<file path="config.mk">
export PLATFORM = sky130hd
export DESIGN_NAME = timer_pair
export DESIGN_NICKNAME = d
export VERILOG_FILES = /design/src/inc/timer_pair_pkg.sv /design/src/hdl/timer_pair.sv
export VERILOG_INCLUDE_DIRS = /design/src /design/src/inc
export SDC_FILE = /design/constraint.sdc
export NUM_CORES = 1
export LEC_CHECK = 0
export ABC_CLOCK_PERIOD_IN_PS = 2080
export BUFFER_PORTS_ARGS = -buffer_cell sky130_fd_sc_hd__buf_4
export CORE_ASPECT_RATIO = 0.5
export CORE_UTILIZATION = 59
export CTS_BUF_LIST = sky130_fd_sc_hd__clkbuf_2
export DETAILED_ROUTE_END_ITERATION = 8
export PLACE_DENSITY = 0.91
export SLEW_MARGIN = 20
export SYNTH_ARGS = -nofsm -noshare
export SYNTH_HDL_FRONTEND = slang
export SYNTH_SLANG_ARGS = --single-unit
export TNS_END_PERCENT = 1
</file>
<file path="constraint.sdc">
create_clock -name sys_clk -period 2.08 [get_ports sys_clk]
set_input_delay 0.416 -clock sys_clk [delete_from_list [all_inputs] [get_ports sys_clk]]
set_output_delay 0.416 -clock sys_clk [all_outputs]
set_load 0.005 [all_outputs]
</file>
<file path="src/inc/timer_pair_map.svh">
// register addresses, field positions and reset values of the timer pair
`ifndef TIMER_PAIR_MAP_SVH
`define TIMER_PAIR_MAP_SVH
`define TIMER_A_COUNT_ADDR   16'hFF50
`define TIMER_A_MATCH_ADDR   16'hFF51
`define TIMER_A_CONTROL_ADDR 16'hFF53
`define TIMER_B_COUNT_ADDR   16'hFF54
`define TIMER_B_MATCH_ADDR   16'hFF55
`define TIMER_B_CONTROL_ADDR 16'hFF57
`define CONTROL_RESET        8'h00
`define COUNT_RESET          8'h00
`define TIMER_A_CONTROL_MASK 8'h82
`define TIMER_B_CONTROL_MASK 8'h87
`define RUN_BIT              7
`define TIMER_A_PICK_BIT     1
`define TIMER_B_PICK_HI_BIT  2
`define TIMER_B_PICK_LO_BIT  1
`define TIMER_B_OUT_BIT      0
`define PRESCALE_WIDTH       9
`define TIMER_A_FAST_LOG     4'h6
`define TIMER_A_SLOW_LOG     4'h9
`define TIMER_B_FAST_LOG     4'h4
`define TIMER_B_SLOW_LOG     4'h8
`endif

</file>
<file path="src/inc/timer_pair_pkg.sv">
// types shared by the timer pair
package timer_pair_pkg;
   typedef struct packed {
      logic [15:0] addr;
      logic        wr_en;
      logic [7:0]  wr_data;
      logic        rd_en;
   } cpu_access_type;
   typedef enum logic [1:0] {
      src_div_fast = 2'h0,
      src_div_slow = 2'h1,
      src_rise     = 2'h2,
      src_fall     = 2'h3
   } b_source_type;
endpackage

</file>
<file path="src/hdl/timer_pair.sv">
// two 8-bit timers with compare match, event counting and square wave
`timescale 1ns/10ps
`default_nettype none
`include "timer_pair_map.svh"
module timer_pair
(
   input  wire logic                          sys_clk,
   input  wire logic                          rst_n,
   input  wire timer_pair_pkg::cpu_access_type cpu,
   input  wire logic                          event_input_pin,
   output logic [7:0]                         rd_data_q,
   output logic                               timer_a_match_irq,
   output logic                               timer_b_match_irq,
   output logic                               square_wave_pin,
   output logic                               square_wave_pin_oe
);
   logic [`PRESCALE_WIDTH-1:0] pre_q;
   logic [`PRESCALE_WIDTH-1:0] pre_d;
   logic [7:0]                 timer_a_control_q;
   logic [7:0]                 timer_a_control_d;
   logic [7:0]                 timer_b_control_q;
   logic [7:0]                 timer_b_control_d;
   logic [7:0]                 count_q [2];
   logic [7:0]                 count_d [2];
   logic [7:0]                 match_q [2];
   logic [7:0]                 match_d [2];
   logic [1:0]                 irq_q;
   logic [1:0]                 irq_d;
   logic [1:0]                 run;
   logic [1:0]                 tick;
   logic [1:0]                 hit;
   logic                       wave_q;
   logic                       wave_d;
   logic                       ev_prev_q;
   logic [7:0]                 rd_d;
   logic                       timer_a_run;
   logic                       timer_a_clock_pick;
   logic                       timer_b_run;
   logic                       timer_b_output_on;
   timer_pair_pkg::b_source_type b_src;

   function automatic logic sel(input logic [15:0] a, input logic [15:0] r);
      sel = (a == r);
   endfunction

   function automatic logic pre_tick(input logic [`PRESCALE_WIDTH-1:0] p,
                                     input logic [3:0] lg);
      logic [`PRESCALE_WIDTH-1:0] mask;
      mask = (`PRESCALE_WIDTH'(1) << lg) - `PRESCALE_WIDTH'(1);
      pre_tick = ((p & mask) == mask);
   endfunction

   assign timer_a_run        = timer_a_control_q[`RUN_BIT];
   assign timer_a_clock_pick = timer_a_control_q[`TIMER_A_PICK_BIT];
   assign timer_b_run        = timer_b_control_q[`RUN_BIT];
   assign timer_b_output_on  = timer_b_control_q[`TIMER_B_OUT_BIT];
   assign b_src = timer_pair_pkg::b_source_type'(
      {timer_b_control_q[`TIMER_B_PICK_HI_BIT],
       timer_b_control_q[`TIMER_B_PICK_LO_BIT]});
   assign run = {timer_b_run, timer_a_run};

   // count sources; prescaler runs free so both timers share phase
   always_comb
   begin
      pre_d = pre_q + `PRESCALE_WIDTH'(1);
      tick[0] = timer_a_clock_pick ?
                pre_tick(pre_q, `TIMER_A_SLOW_LOG) :
                pre_tick(pre_q, `TIMER_A_FAST_LOG);
      case (b_src)
         timer_pair_pkg::src_div_fast:
            tick[1] = pre_tick(pre_q, `TIMER_B_FAST_LOG);
         timer_pair_pkg::src_div_slow:
            tick[1] = pre_tick(pre_q, `TIMER_B_SLOW_LOG);
         timer_pair_pkg::src_rise:
            tick[1] = event_input_pin & ~ev_prev_q;
         timer_pair_pkg::src_fall:
            tick[1] = ~event_input_pin & ev_prev_q;
         default:
            tick[1] = 1'b0;
      endcase
   end

   // control and match registers written by the cpu
   always_comb
   begin
      timer_a_control_d = timer_a_control_q;
      timer_b_control_d = timer_b_control_q;
      match_d[0] = match_q[0];
      match_d[1] = match_q[1];
      if (cpu.wr_en)
      begin
         if (sel(cpu.addr, `TIMER_A_CONTROL_ADDR))
            timer_a_control_d = cpu.wr_data & `TIMER_A_CONTROL_MASK;
         if (sel(cpu.addr, `TIMER_B_CONTROL_ADDR))
            timer_b_control_d = cpu.wr_data & `TIMER_B_CONTROL_MASK;
         if (sel(cpu.addr, `TIMER_A_MATCH_ADDR))
            match_d[0] = cpu.wr_data;
         if (sel(cpu.addr, `TIMER_B_MATCH_ADDR))
            match_d[1] = cpu.wr_data;
      end
   end

   // counters; match clears in the same tick so period is match plus one
   generate
      for (genvar i = 0; i < 2; i++)
      begin : g_timer
         always_comb
         begin
            hit[i] = run[i] & tick[i] & (count_q[i] == match_q[i]);
            irq_d[i] = hit[i];
            if (!run[i])
               count_d[i] = `COUNT_RESET;
            else if (hit[i])
               count_d[i] = `COUNT_RESET;
            else if (tick[i])
               count_d[i] = count_q[i] + 8'h01;
            else
               count_d[i] = count_q[i];
         end
      end
   endgenerate

   // only timer b owns a pin; wave level drops when it stops
   always_comb
   begin
      if (!timer_b_run)
         wave_d = 1'b0;
      else if (hit[1] && timer_b_output_on)
         wave_d = ~wave_q;
      else
         wave_d = wave_q;
   end

   always_comb
   begin
      rd_d = 8'h00;
      if (cpu.rd_en)
      begin
         if (sel(cpu.addr, `TIMER_A_COUNT_ADDR))
            rd_d = count_q[0];
         else if (sel(cpu.addr, `TIMER_B_COUNT_ADDR))
            rd_d = count_q[1];
         else if (sel(cpu.addr, `TIMER_A_CONTROL_ADDR))
            rd_d = timer_a_control_q;
         else if (sel(cpu.addr, `TIMER_B_CONTROL_ADDR))
            rd_d = timer_b_control_q;
         else
            rd_d = 8'h00;
      end
   end

   always_ff @(posedge sys_clk)
   begin
      if (!rst_n)
      begin
         pre_q              <= '0;
         timer_a_control_q  <= `CONTROL_RESET;
         timer_b_control_q  <= `CONTROL_RESET;
         count_q[0]         <= `COUNT_RESET;
         count_q[1]         <= `COUNT_RESET;
         irq_q              <= 2'h0;
         wave_q             <= 1'b0;
         ev_prev_q          <= 1'b0;
         rd_data_q          <= 8'h00;
         square_wave_pin_oe <= 1'b0;
      end
      else
      begin
         pre_q              <= pre_d;
         timer_a_control_q  <= timer_a_control_d;
         timer_b_control_q  <= timer_b_control_d;
         count_q[0]         <= count_d[0];
         count_q[1]         <= count_d[1];
         irq_q              <= irq_d;
         wave_q             <= wave_d;
         ev_prev_q          <= event_input_pin;
         rd_data_q          <= rd_d;
         square_wave_pin_oe <= timer_b_control_d[`TIMER_B_OUT_BIT];
      end
   end

   // no reset on purpose: match value is undefined until written
   always_ff @(posedge sys_clk)
   begin
      match_q[0] <= match_d[0];
      match_q[1] <= match_d[1];
   end

   assign timer_a_match_irq = irq_q[0];
   assign timer_b_match_irq = irq_q[1];
   assign square_wave_pin   = wave_q;

   AST_IRQ_ON_MATCH: assert property (@(posedge sys_clk)
      disable iff (!rst_n)
      run[0] && tick[0] && count_q[0] == match_q[0] |=> timer_a_match_irq)
      else $error("timer a match without irq");
   AST_READ_COUNT: assert property (@(posedge sys_clk)
      disable iff (!rst_n)
      cpu.rd_en && cpu.addr == `TIMER_B_COUNT_ADDR
      |=> rd_data_q == $past(count_q[1]))
      else $error("timer b count read wrong");
   AST_CTRL_RESET: assert property (@(posedge sys_clk)
      !rst_n |=> timer_a_control_q == 8'h00 && timer_b_control_q == 8'h00)
      else $error("control not cleared by reset");
   AST_A_STOP_CLEAR: assert property (@(posedge sys_clk)
      disable iff (!rst_n)
      !timer_a_run |=> count_q[0] == 8'h00)
      else $error("stopped timer a not cleared");
   AST_B_STOP_CLEAR: assert property (@(posedge sys_clk)
      disable iff (!rst_n)
      !timer_b_run[*2] |-> count_q[1] == 8'h00 && !timer_b_match_irq)
      else $error("stopped timer b not cleared");
   AST_A_SLOW_TICK: assert property (@(posedge sys_clk)
      disable iff (!rst_n)
      tick[0] && timer_a_clock_pick |-> pre_q[8:0] == 9'h1FF)
      else $error("slow tick off the 512 boundary");
   AST_STEP: assert property (@(posedge sys_clk)
      disable iff (!rst_n)
      run[0] && tick[0] && !hit[0] |=> count_q[0] == $past(count_q[0]) + 8'h01)
      else $error("timer a did not step");
   AST_WRAP: assert property (@(posedge sys_clk)
      disable iff (!rst_n)
      hit[1] |=> count_q[1] == 8'h00 && timer_b_match_irq)
      else $error("timer b did not wrap on match");
   AST_TOGGLE: assert property (@(posedge sys_clk)
      disable iff (!rst_n)
      hit[1] && timer_b_output_on
      |=> square_wave_pin != $past(square_wave_pin))
      else $error("wave did not invert on match");
   AST_WAVE_LOW: assert property (@(posedge sys_clk)
      disable iff (!rst_n)
      !timer_b_run |=> !square_wave_pin)
      else $error("wave not forced low when stopped");
   AST_EDGE_COUNT: assert property (@(posedge sys_clk)
      disable iff (!rst_n)
      timer_b_run && b_src == timer_pair_pkg::src_rise && event_input_pin
      && !ev_prev_q && !hit[1] |=> count_q[1] == $past(count_q[1]) + 8'h01)
      else $error("rising edge not counted");
endmodule
`default_nettype wire

</file>
After elaboration in Yosys (flattened, before gate mapping)
Memory sizes are Yosys's and may differ from the RTL's.
Cells that the tools add are included.
{"block": "totals", "reg_bits": 27, "ram_bits": 32, "input_bits": 29, "out_inout_bits": 12, "word_cells": 66, "memories": 2}
{"block": "classes", "n_addsub": 3, "eq_ne": 15, "muxes": 21, "bitwise_logic": 11, "n_reduce_logical": 6}
{"memory": "count_q", "words": 2, "width": 8, "read_ports": 2, "rd_ports_with_merged_regs": 0, "wr": 2, "line": "timer_pair.sv:23", "source": "logic [7:0] count_q [2];"}
{"memory": "match_q", "words": 2, "width": 8, "read_ports": 2, "rd_ports_with_merged_regs": 0, "wr": 2, "line": "timer_pair.sv:25", "source": "logic [7:0] match_q [2];"}
{"operator": "2-to-1 mux 8 bit", "count": 14}
{"operator": "equality test 16 bit (second input constant)", "count": 6}
{"operator": "adder 8 x 1 -> 8 bit (second input constant)", "count": 2}
{"operator": "equality test 8 bit", "count": 2}
{"operator": "2-to-1 mux 16 bit", "count": 1}
{"operator": "adder 9 x 1 -> 9 bit (second input constant)", "count": 1}
{"operator": "equality test 9 bit (second input constant)", "count": 1}
{"operator": "equality test 8 bit (second input constant)", "count": 1}
{"operator": "AND reduction 2 bit", "count": 4}
{"operator": "bitwise AND 1 bit", "count": 6}
{"operator": "equality test 6 bit (second input constant)", "count": 1}
{"operator": "2-to-1 mux 1 bit", "count": 5}
{"operator": "equality test 2 bit (second input constant)", "count": 2}
{"operator": "equality test 4 bit (second input constant)", "count": 1}
{"operator": "one-hot mux 1 bit (4 select lines)", "count": 1}
{"operator": "NOT 1 bit", "count": 3}
{"operator": "equality test 2 x 1 -> 1 bit (second input constant)", "count": 1}
{"operator": "zero test 2 bit", "count": 1}
{"operator": "bitwise OR 1 bit", "count": 2}
{"operator": "logical AND 1 bit", "count": 1}

Depth between registers and ports, before layout
Gate-level depths: netlist (run 1).
{"block": "logic_depth", "word_depth": 8, "depth_mapped": 9, "mapped_depth_nobuf": 9}

Worst setup path before layout (run 1)
Ideal clock, no wire load.
{"block": "synth_path", "kind": "register to register", "from": "register pre_q[0]", "to": "memory count_q[0][4]", "setup_ps": 75, "arrival_ps": 1757, "required_time_ps": 2005, "setup_slack_ps": 248, "stages_incl_launch_ff": 9, "path_buffers": 0, "cell_sequence": "dfxtp_1 > ha_1 > nand3_1 > nor2_1 > ha_1 > nand2_1 > o31a_1 > or4_1 > a31oi_1"}
{"element": "start: declaration", "line": "timer_pair.sv:17", "source": "logic [`PRESCALE_WIDTH-1:0] pre_q;"}
{"element": "start signal: assignment", "line": "timer_pair.sv:169", "source": "pre_q <= pre_d;"}
{"element": "end: declaration", "line": "timer_pair.sv:23"}

==> flow_metrics.py, run 1 <==
metrics = {
    "global_route": {
        "grt_max_degree": 22,
        "antenna_found_initial": 0,
        "busiest_layer": "met2",
        "grt_pass1_vias": 2203,
        "gr-usage-met3": 0.0993,
        "grt_pass1_wl_um": 10400,
        "grt.total_usage": 0.285,
        "overflow": 0,
        "met1_usage": 0.352,
        "grt_use_met2": 0.472,
    },
    "critical_path": {
        "crit_chain": "ha_2, nand3_2, nor2_1, ha_1, nand2_1, o31a_1, or4_1, a31oi_1",
        "max_stage_delay_ns": 0.54,
        "ff2ff_path_depth": 8,
        "r2r_start": "pre_q[0]$_SDFF_PN0_",
        "crit_path_end_kind": "flop",
        "critical_path.slowest_cell": "or4_1",
        "path_depth": 8,
        "cp_data_required_time_ns": 2.48,
        "cp_top_family": "simple AND/OR/NAND/NOR gates",
        "crit_path_start": "pre_q[0]$_SDFF_PN0_",
        "path_max_fanout": 7,
        "critical_path_arrival_ns": 2.35,
        "critPathKind": "reg2reg",
        "worst-path-buf-inv": 0,
        "startpoint_type": "flop",
    },
    "synthesis": {
        "yosys_warnings": 0,
        "ys_top_cells_by_area": "dfxtp_1, edfxtp_1, xor2_1, mux2i_1, nand3_1",
        "syn_nets": 307,
        "synth-seq-cells": 59,
        "synth_top_area_share": 0.318,
        "synth_area_mm2": 0.00271,
        "yosys.area.top_type": "dfxtp_1",
        "synth.avg_cell_area_um2": 9.89,
        "synthCells": 274,
        "synth_cell_types": 41,
        "yosysSeqAreaShare": 0.495,
    },
    "detailed_routing": {
        "drt_iter0_drc": 169,
        "ant_nets": 0,
        "routed_wl_um": 6430,
        "vias": 2300,
        "post-route-drc-count": 4,
        "dr.pass1.iters": 7,
        "wl_per_cell_um": 16.7,
        "viasPerCell": 5.99,
    },
    "cells_and_area": {
        "final_nets": 359,
        "drive_gt1_frac": 0.221,
        "final_common_cell": "buf_4",
        "fillCellCount": 284,
        "layout_common_cells": "buf_4, dfxtp_1, nand2_1",
        "n_antenna_cell": 0,
        "area_growth_syn_to_layout_pct": 18.2,
        "fin_area_mm2": 0.00320,
    },
    "timing": {
        "tightest_slew_ns": 0.399,
        "relSlewSlack": 0.732,
        "final-setup-viol-count": 0,
        "hold_viol": 0,
        "fin_hold_ws_ns": 0.131,
        "maxSlewViolCount": 0,
        "period_needed_ns": 1.95,
        "skew_ns": 0.0207,
        "fmax_mhz": 512,
        "period_share": 0.939,
        "rsz0062_at_grt": "false",
        "tns_ns": 0,
    },
    "power": {
        "clkPwrFrac": 0.296,
        "p_int_mw": 1.39,
        "ir_drop_mv": 0.389,
        "power_switching_mw": 0.421,
        "finalPower_mw": 1.81,
        "powerDensity_mw_per_mm2": 564,
        "pwr-share-seq": 0.658,
        "swShare": 0.233,
        "combPwrFrac": 0.047,
        "p_leak_nw": 1.30,
    },
    "placement": {
        "gp_congestion": 0.909,
        "numPortBuffers": 40,
        "dp_hpwl_um": 4900,
        "placedInstanceArea_mm2": 0.00311,
    },
    "floorplan": {
        "start_util": 0.654,
        "die_h_um": 49.9,
        "core_area_mm2": 0.00414,
        "dieArea_mm2": 0.00488,
        "die-width_um": 97.8,
        "rows": 16,
        "ios": 41,
    },
    "clock_tree": {
        "root_buffer": "clkbuf_2",
        "clock_sinks": 59,
        "htree_levels": 3,
        "ctsHoldBuffers": 0,
        "cts_tree": "built",
        "insertion_delay_ns": 0.46,
        "cts_buffer_depth": 2,
        "clk_pin_slew_ns": 0.15,
        "numCtsBuffers": 9,
    },
    "hold_path": {
        "hold_path_class": "in2reg",
        "hold_path_depth": 1,
        "worst_hold_startpoint": "cpu[7]",
    },
    "status": {
        "status": "finished with violations",
        "violations": "design-rule violations",
    },
    "job": {
        "cap_violations": 0,
    },
}
-- synth_stat cells --
cell / count
or4b_1: 2
nand2_1: 25
a21boi_0: 3
nor3b_1: 4
nor4_1: 2
clkbuf_1: 6
inv_1: 3
nand4b_1: 3
nor2b_1: 9
nor3_1: 5
nand3_1: 19
or3_1: 2
a21oi_1: 12
and3_1: 5
o21a_1: 2
xor2_1: 17
a31oi_1: 6
mux2i_1: 12
xnor2_1: 4
o21ai_0: 11
a22oi_1: 2
or4_1: 4
nand4_2: 1
nor2_1: 12
and3b_1: 1
a211o_1: 1
a2bb2oi_1: 2
or2_2: 1
ha_1: 4
o31a_1: 1
nand4bb_1: 1
dfxtp_1: 43
nand3b_1: 4
and2_1: 14
nand4_1: 6
buf_2: 4
o211a_1: 2
nor4_2: 1
edfxtp_1: 16
o31ai_1: 1
and4_1: 1
-- sequential cells by signal (all words and copies together), names as in the netlist --
name / flops
square_wave_pin_oe: 1
ev_prev_q: 1
timer_a_control_q: 2
pre_q: 9
match_q: 16
timer_b_control_q: 3
irq_q: 2
square_wave_pin: 1
rd_data_q: 8
count_q: 16
-- power groups by stage --
stage | Sequential (mW) | Combinational, mW | Clock [mW]
4_1_cts | 1.19 | 0.0831 | 0.546
2_1_floorplan | 1.21 | 0.0283 | 0
6_report | 1.19 | 0.0841 | 0.534
3_5_place_dp | 1.21 | 0.0825 | 0
5_1_grt | 1.19 | 0.0917 | 0.596
3_3_place_gp | 1.21 | 0.0811 | 0
-- area by class of cell --
class                      count  area (um2)  area share
tap                           54        67.6      0.0211
clock inverter                 4        18.8     0.00586
inverter                       3        11.3     0.00351
clock buffer                  11        55.1      0.0172
timing repair buffer          51         383       0.119
sequential                    59        1340       0.419
multi-input combinational    202        1330       0.414
-- path summary, 6_finish.rpt --
check | endpoint | slack [ns]
worst max-delay path | count_q[0][4]$_SDFFE_PP0P_ | 0.13
worst min-delay path | match_q[0][14]$_DFFE_PP_ | 0.13
worst max register to register | count_q[0][4]$_SDFFE_PP0P_ | 0.13
worst min register to register | pre_q[0]$_SDFF_PN0_ | 0.43
-- repair_timing --
action	CTS	global route
buffers inserted	0	1
setup endpoints to repair	0	7
gates resized for setup	0	4
-- kinds of logic (layout without fill, tap and decap cells) --
kind of cell,after synthesis,after routing,share of synthesized area
adder cells (fa/ha/maj),4,4,0.0185
AO/OA/AOI/OAI,43,43,0.0988
XOR/XNOR,21,21,0.0679
flip-flops,59,59,0.495
buffers and inverters,13,69,0.0199
multiplexers,12,12,0.0443
AND/OR/NAND/NOR,122,122,0.256
-- layer usage --
metal,share of wire,vias up
met1,0.44,1070
li1,-,1101
met5,0,-
met4,0.022,0
met2,0.46,114
met3,0.079,15
-- per-stage QoR --
step,instances,util,worst slack [ns]
2_1_floorplan,274,-,0.248
4_1_cts,383,0.768,0.0506
3_3_place_gp,368,0.751,0.185
5_1_grt,384,0.773,0.00382
3_5_place_dp,368,0.751,0.101
6_report,384,0.773,0.127
Note: power is estimated with default switching activity, not from simulation.
==> inputs of run 2 (changes only) <==
- CORE_UTILIZATION: 59 -> 45
- PLACE_DENSITY: 0.91 -> 0.74
==> flow_metrics.py, run 2 (synthesis gave the netlist of run 1 again) <==
metrics = {
    "global_route": {
        "antenna_found_initial": 0,
        "grt_pass1_vias": 2228,
        "grt_pass1_wl_um": 10400,
        "grt.total_usage": 0.217,
        "overflow": 0,
        "grt_max_degree": 22,
    },
    "power": {
        "finalPower_mw": 1.83,
        "p_leak_nw": 1.31,
        "power_switching_mw": 0.434,
        "pwr-share-seq": 0.650,
        "p_int_mw": 1.39,
        "clkPwrFrac": 0.304,
        "ir_drop_mv": 0.201,
        "powerDensity_mw_per_mm2": 564,
        "combPwrFrac": 0.046,
        "swShare": 0.237,
    },
    "cells_and_area": {
        "reg_top3": "count_q x16, match_q x16, pre_q x9",
        "n_antenna_cell": 0,
        "area_growth_syn_to_layout_pct": 19.7,
        "final_common_cell": "buf_4",
        "drive_gt1_frac": 0.220,
        "layout_common_cells": "buf_4, dfxtp_1, nand2_1",
        "final_nets": 360,
        "fillCellCount": 485,
    },
    "clock_tree": {
        "cts_buffer_depth": 2,
        "numCtsBuffers": 9,
        "clock_sinks": 59,
        "clk_pin_slew_ns": 0.15,
        "ctsHoldBuffers": 0,
        "cts_setup_buffers": 0,
        "insertion_delay_ns": 0.50,
        "htree_levels": 3,
        "cts_tree": "built",
        "root_buffer": "clkbuf_2",
    },
    "job": {
        "cap_violations": 0,
    },
    "floorplan": {
        "core_area_mm2": 0.00563,
        "die-width_um": 112,
        "rows": 19,
        "die_h_um": 56.9,
        "dieArea_mm2": 0.00636,
        "ios": 41,
        "start_util": 0.481,
    },
    "critical_path": {
        "path_max_fanout": 11,
        "critPathKind": "reg2reg",
        "startpoint_type": "flop",
        "cp_data_required_time_ns": 2.50,
        "critical_path_arrival_ns": 2.36,
        "crit_path_end_kind": "flop",
    },
    "placement": {
        "place_ws_ns": 0.0147,
        "numPortBuffers": 40,
        "dp_hpwl_um": 4590,
        "gp_congestion": 0.877,
    },
    "timing": {
        "skew_ns": 0.0244,
        "final-setup-viol-count": 0,
        "period_share": 0.934,
        "maxSlewViolCount": 0,
        "period_needed_ns": 1.94,
        "fin_hold_ws_ns": 0.104,
        "relSlewSlack": 0.699,
        "setup_slack_ns": 0.137,
        "fmax_mhz": 515,
        "hold_viol": 0,
        "tightest_slew_ns": 0.448,
    },
    "detailed_routing": {
        "vias": 2257,
        "post-route-drc-count": 1,
        "wl_per_cell_um": 15.4,
        "drt_iter0_drc": 170,
        "viasPerCell": 5.57,
        "ant_nets": 0,
        "routed_wl_um": 6230,
        "dr.pass1.iters": 6,
    },
    "status": {
        "violations": "design-rule violations",
        "status": "finished with violations",
    },
    "hold_path": {
        "hold_path_class": "in2reg",
    },
}
run 2: cell types whose count changed in the layout (fill, tap and decap cells not counted), sizes merged:
| cell | delta |
|---|---|
| clkinv | +1 |
| clkbuf | +1 |
| buf | +1 |
| inv | -1 |
run 2: power groups by stage:
stage	clock (mW)	sequential [mW]	combinational, mW
final	0.557	1.19	0.0833
after global routing	0.620	1.19	0.0919
after CTS	0.562	1.19	0.0828
after detailed placement	0	1.21	0.0824
after global placement	0	1.21	0.0797
after floorplan	0	1.21	0.0283
run 2: layout make-up:
cell class / instances / area [um2] / area share
inverter: 3 / 11.3 / 0.00347
timing repair buffer: 52 / 390 / 0.120
tap: 73 / 91.3 / 0.0282
clock buffer: 12 / 60.1 / 0.0185
multi-input combinational: 202 / 1330 / 0.410
clock inverter: 4 / 17.5 / 0.00540
sequential: 59 / 1340 / 0.414
run 2: worst paths after layout:
kind | cells after the start | start | to | slack [ns]
worst min-delay path | 1 | cpu[6] | match_q[0][5]$_DFFE_PP_ | 0.10
worst min register to register | 1 | pre_q[0]$_SDFF_PN0_ | pre_q[0]$_SDFF_PN0_ | 0.43
worst max-delay path | 8 | pre_q[0]$_SDFF_PN0_ | count_q[0][4]$_SDFFE_PP0P_ | 0.14
worst max register to register | 8 | pre_q[0]$_SDFF_PN0_ | count_q[0][4]$_SDFFE_PP0P_ | 0.14
run 2: metrics by stage:
step | setup TNS, ns | std cells | instance area, um2 | utilization
after global placement | 0 | 389 | 3150 | 0.559
after detailed placement | 0 | 389 | 3150 | 0.559
after CTS | 0 | 405 | 3230 | 0.573
after global routing | -0.0139 | 405 | 3240 | 0.576
final | 0 | 405 | 3240 | 0.576
after floorplan | 0 | 274 | 2710 | -
run 2: repair_timing:
item	in CTS	in global routing
endpoints found under the setup margin	1	4
gates resized for setup	1	4
pin swaps	0	1
run 2: worst max-delay path, stage by stage (launching register included):
cell,delay [ns]
dfxtp_2,0.37
ha_2,0.19
nand3_2,0.11
nor2_1,0.13
ha_1,0.16
nand2_1,0.07
o31a_4,0.17
or4_1,0.53
a31oi_1,0.14
run 2: routing by layer:
metal	global-route usage	routed length, um	vias up
met5	0	0	-
met4	0.0869	104	0
met3	0.0734	411	12
met2	0.343	2880	69
met1	0.274	2830	1073
li1	-	-	1103
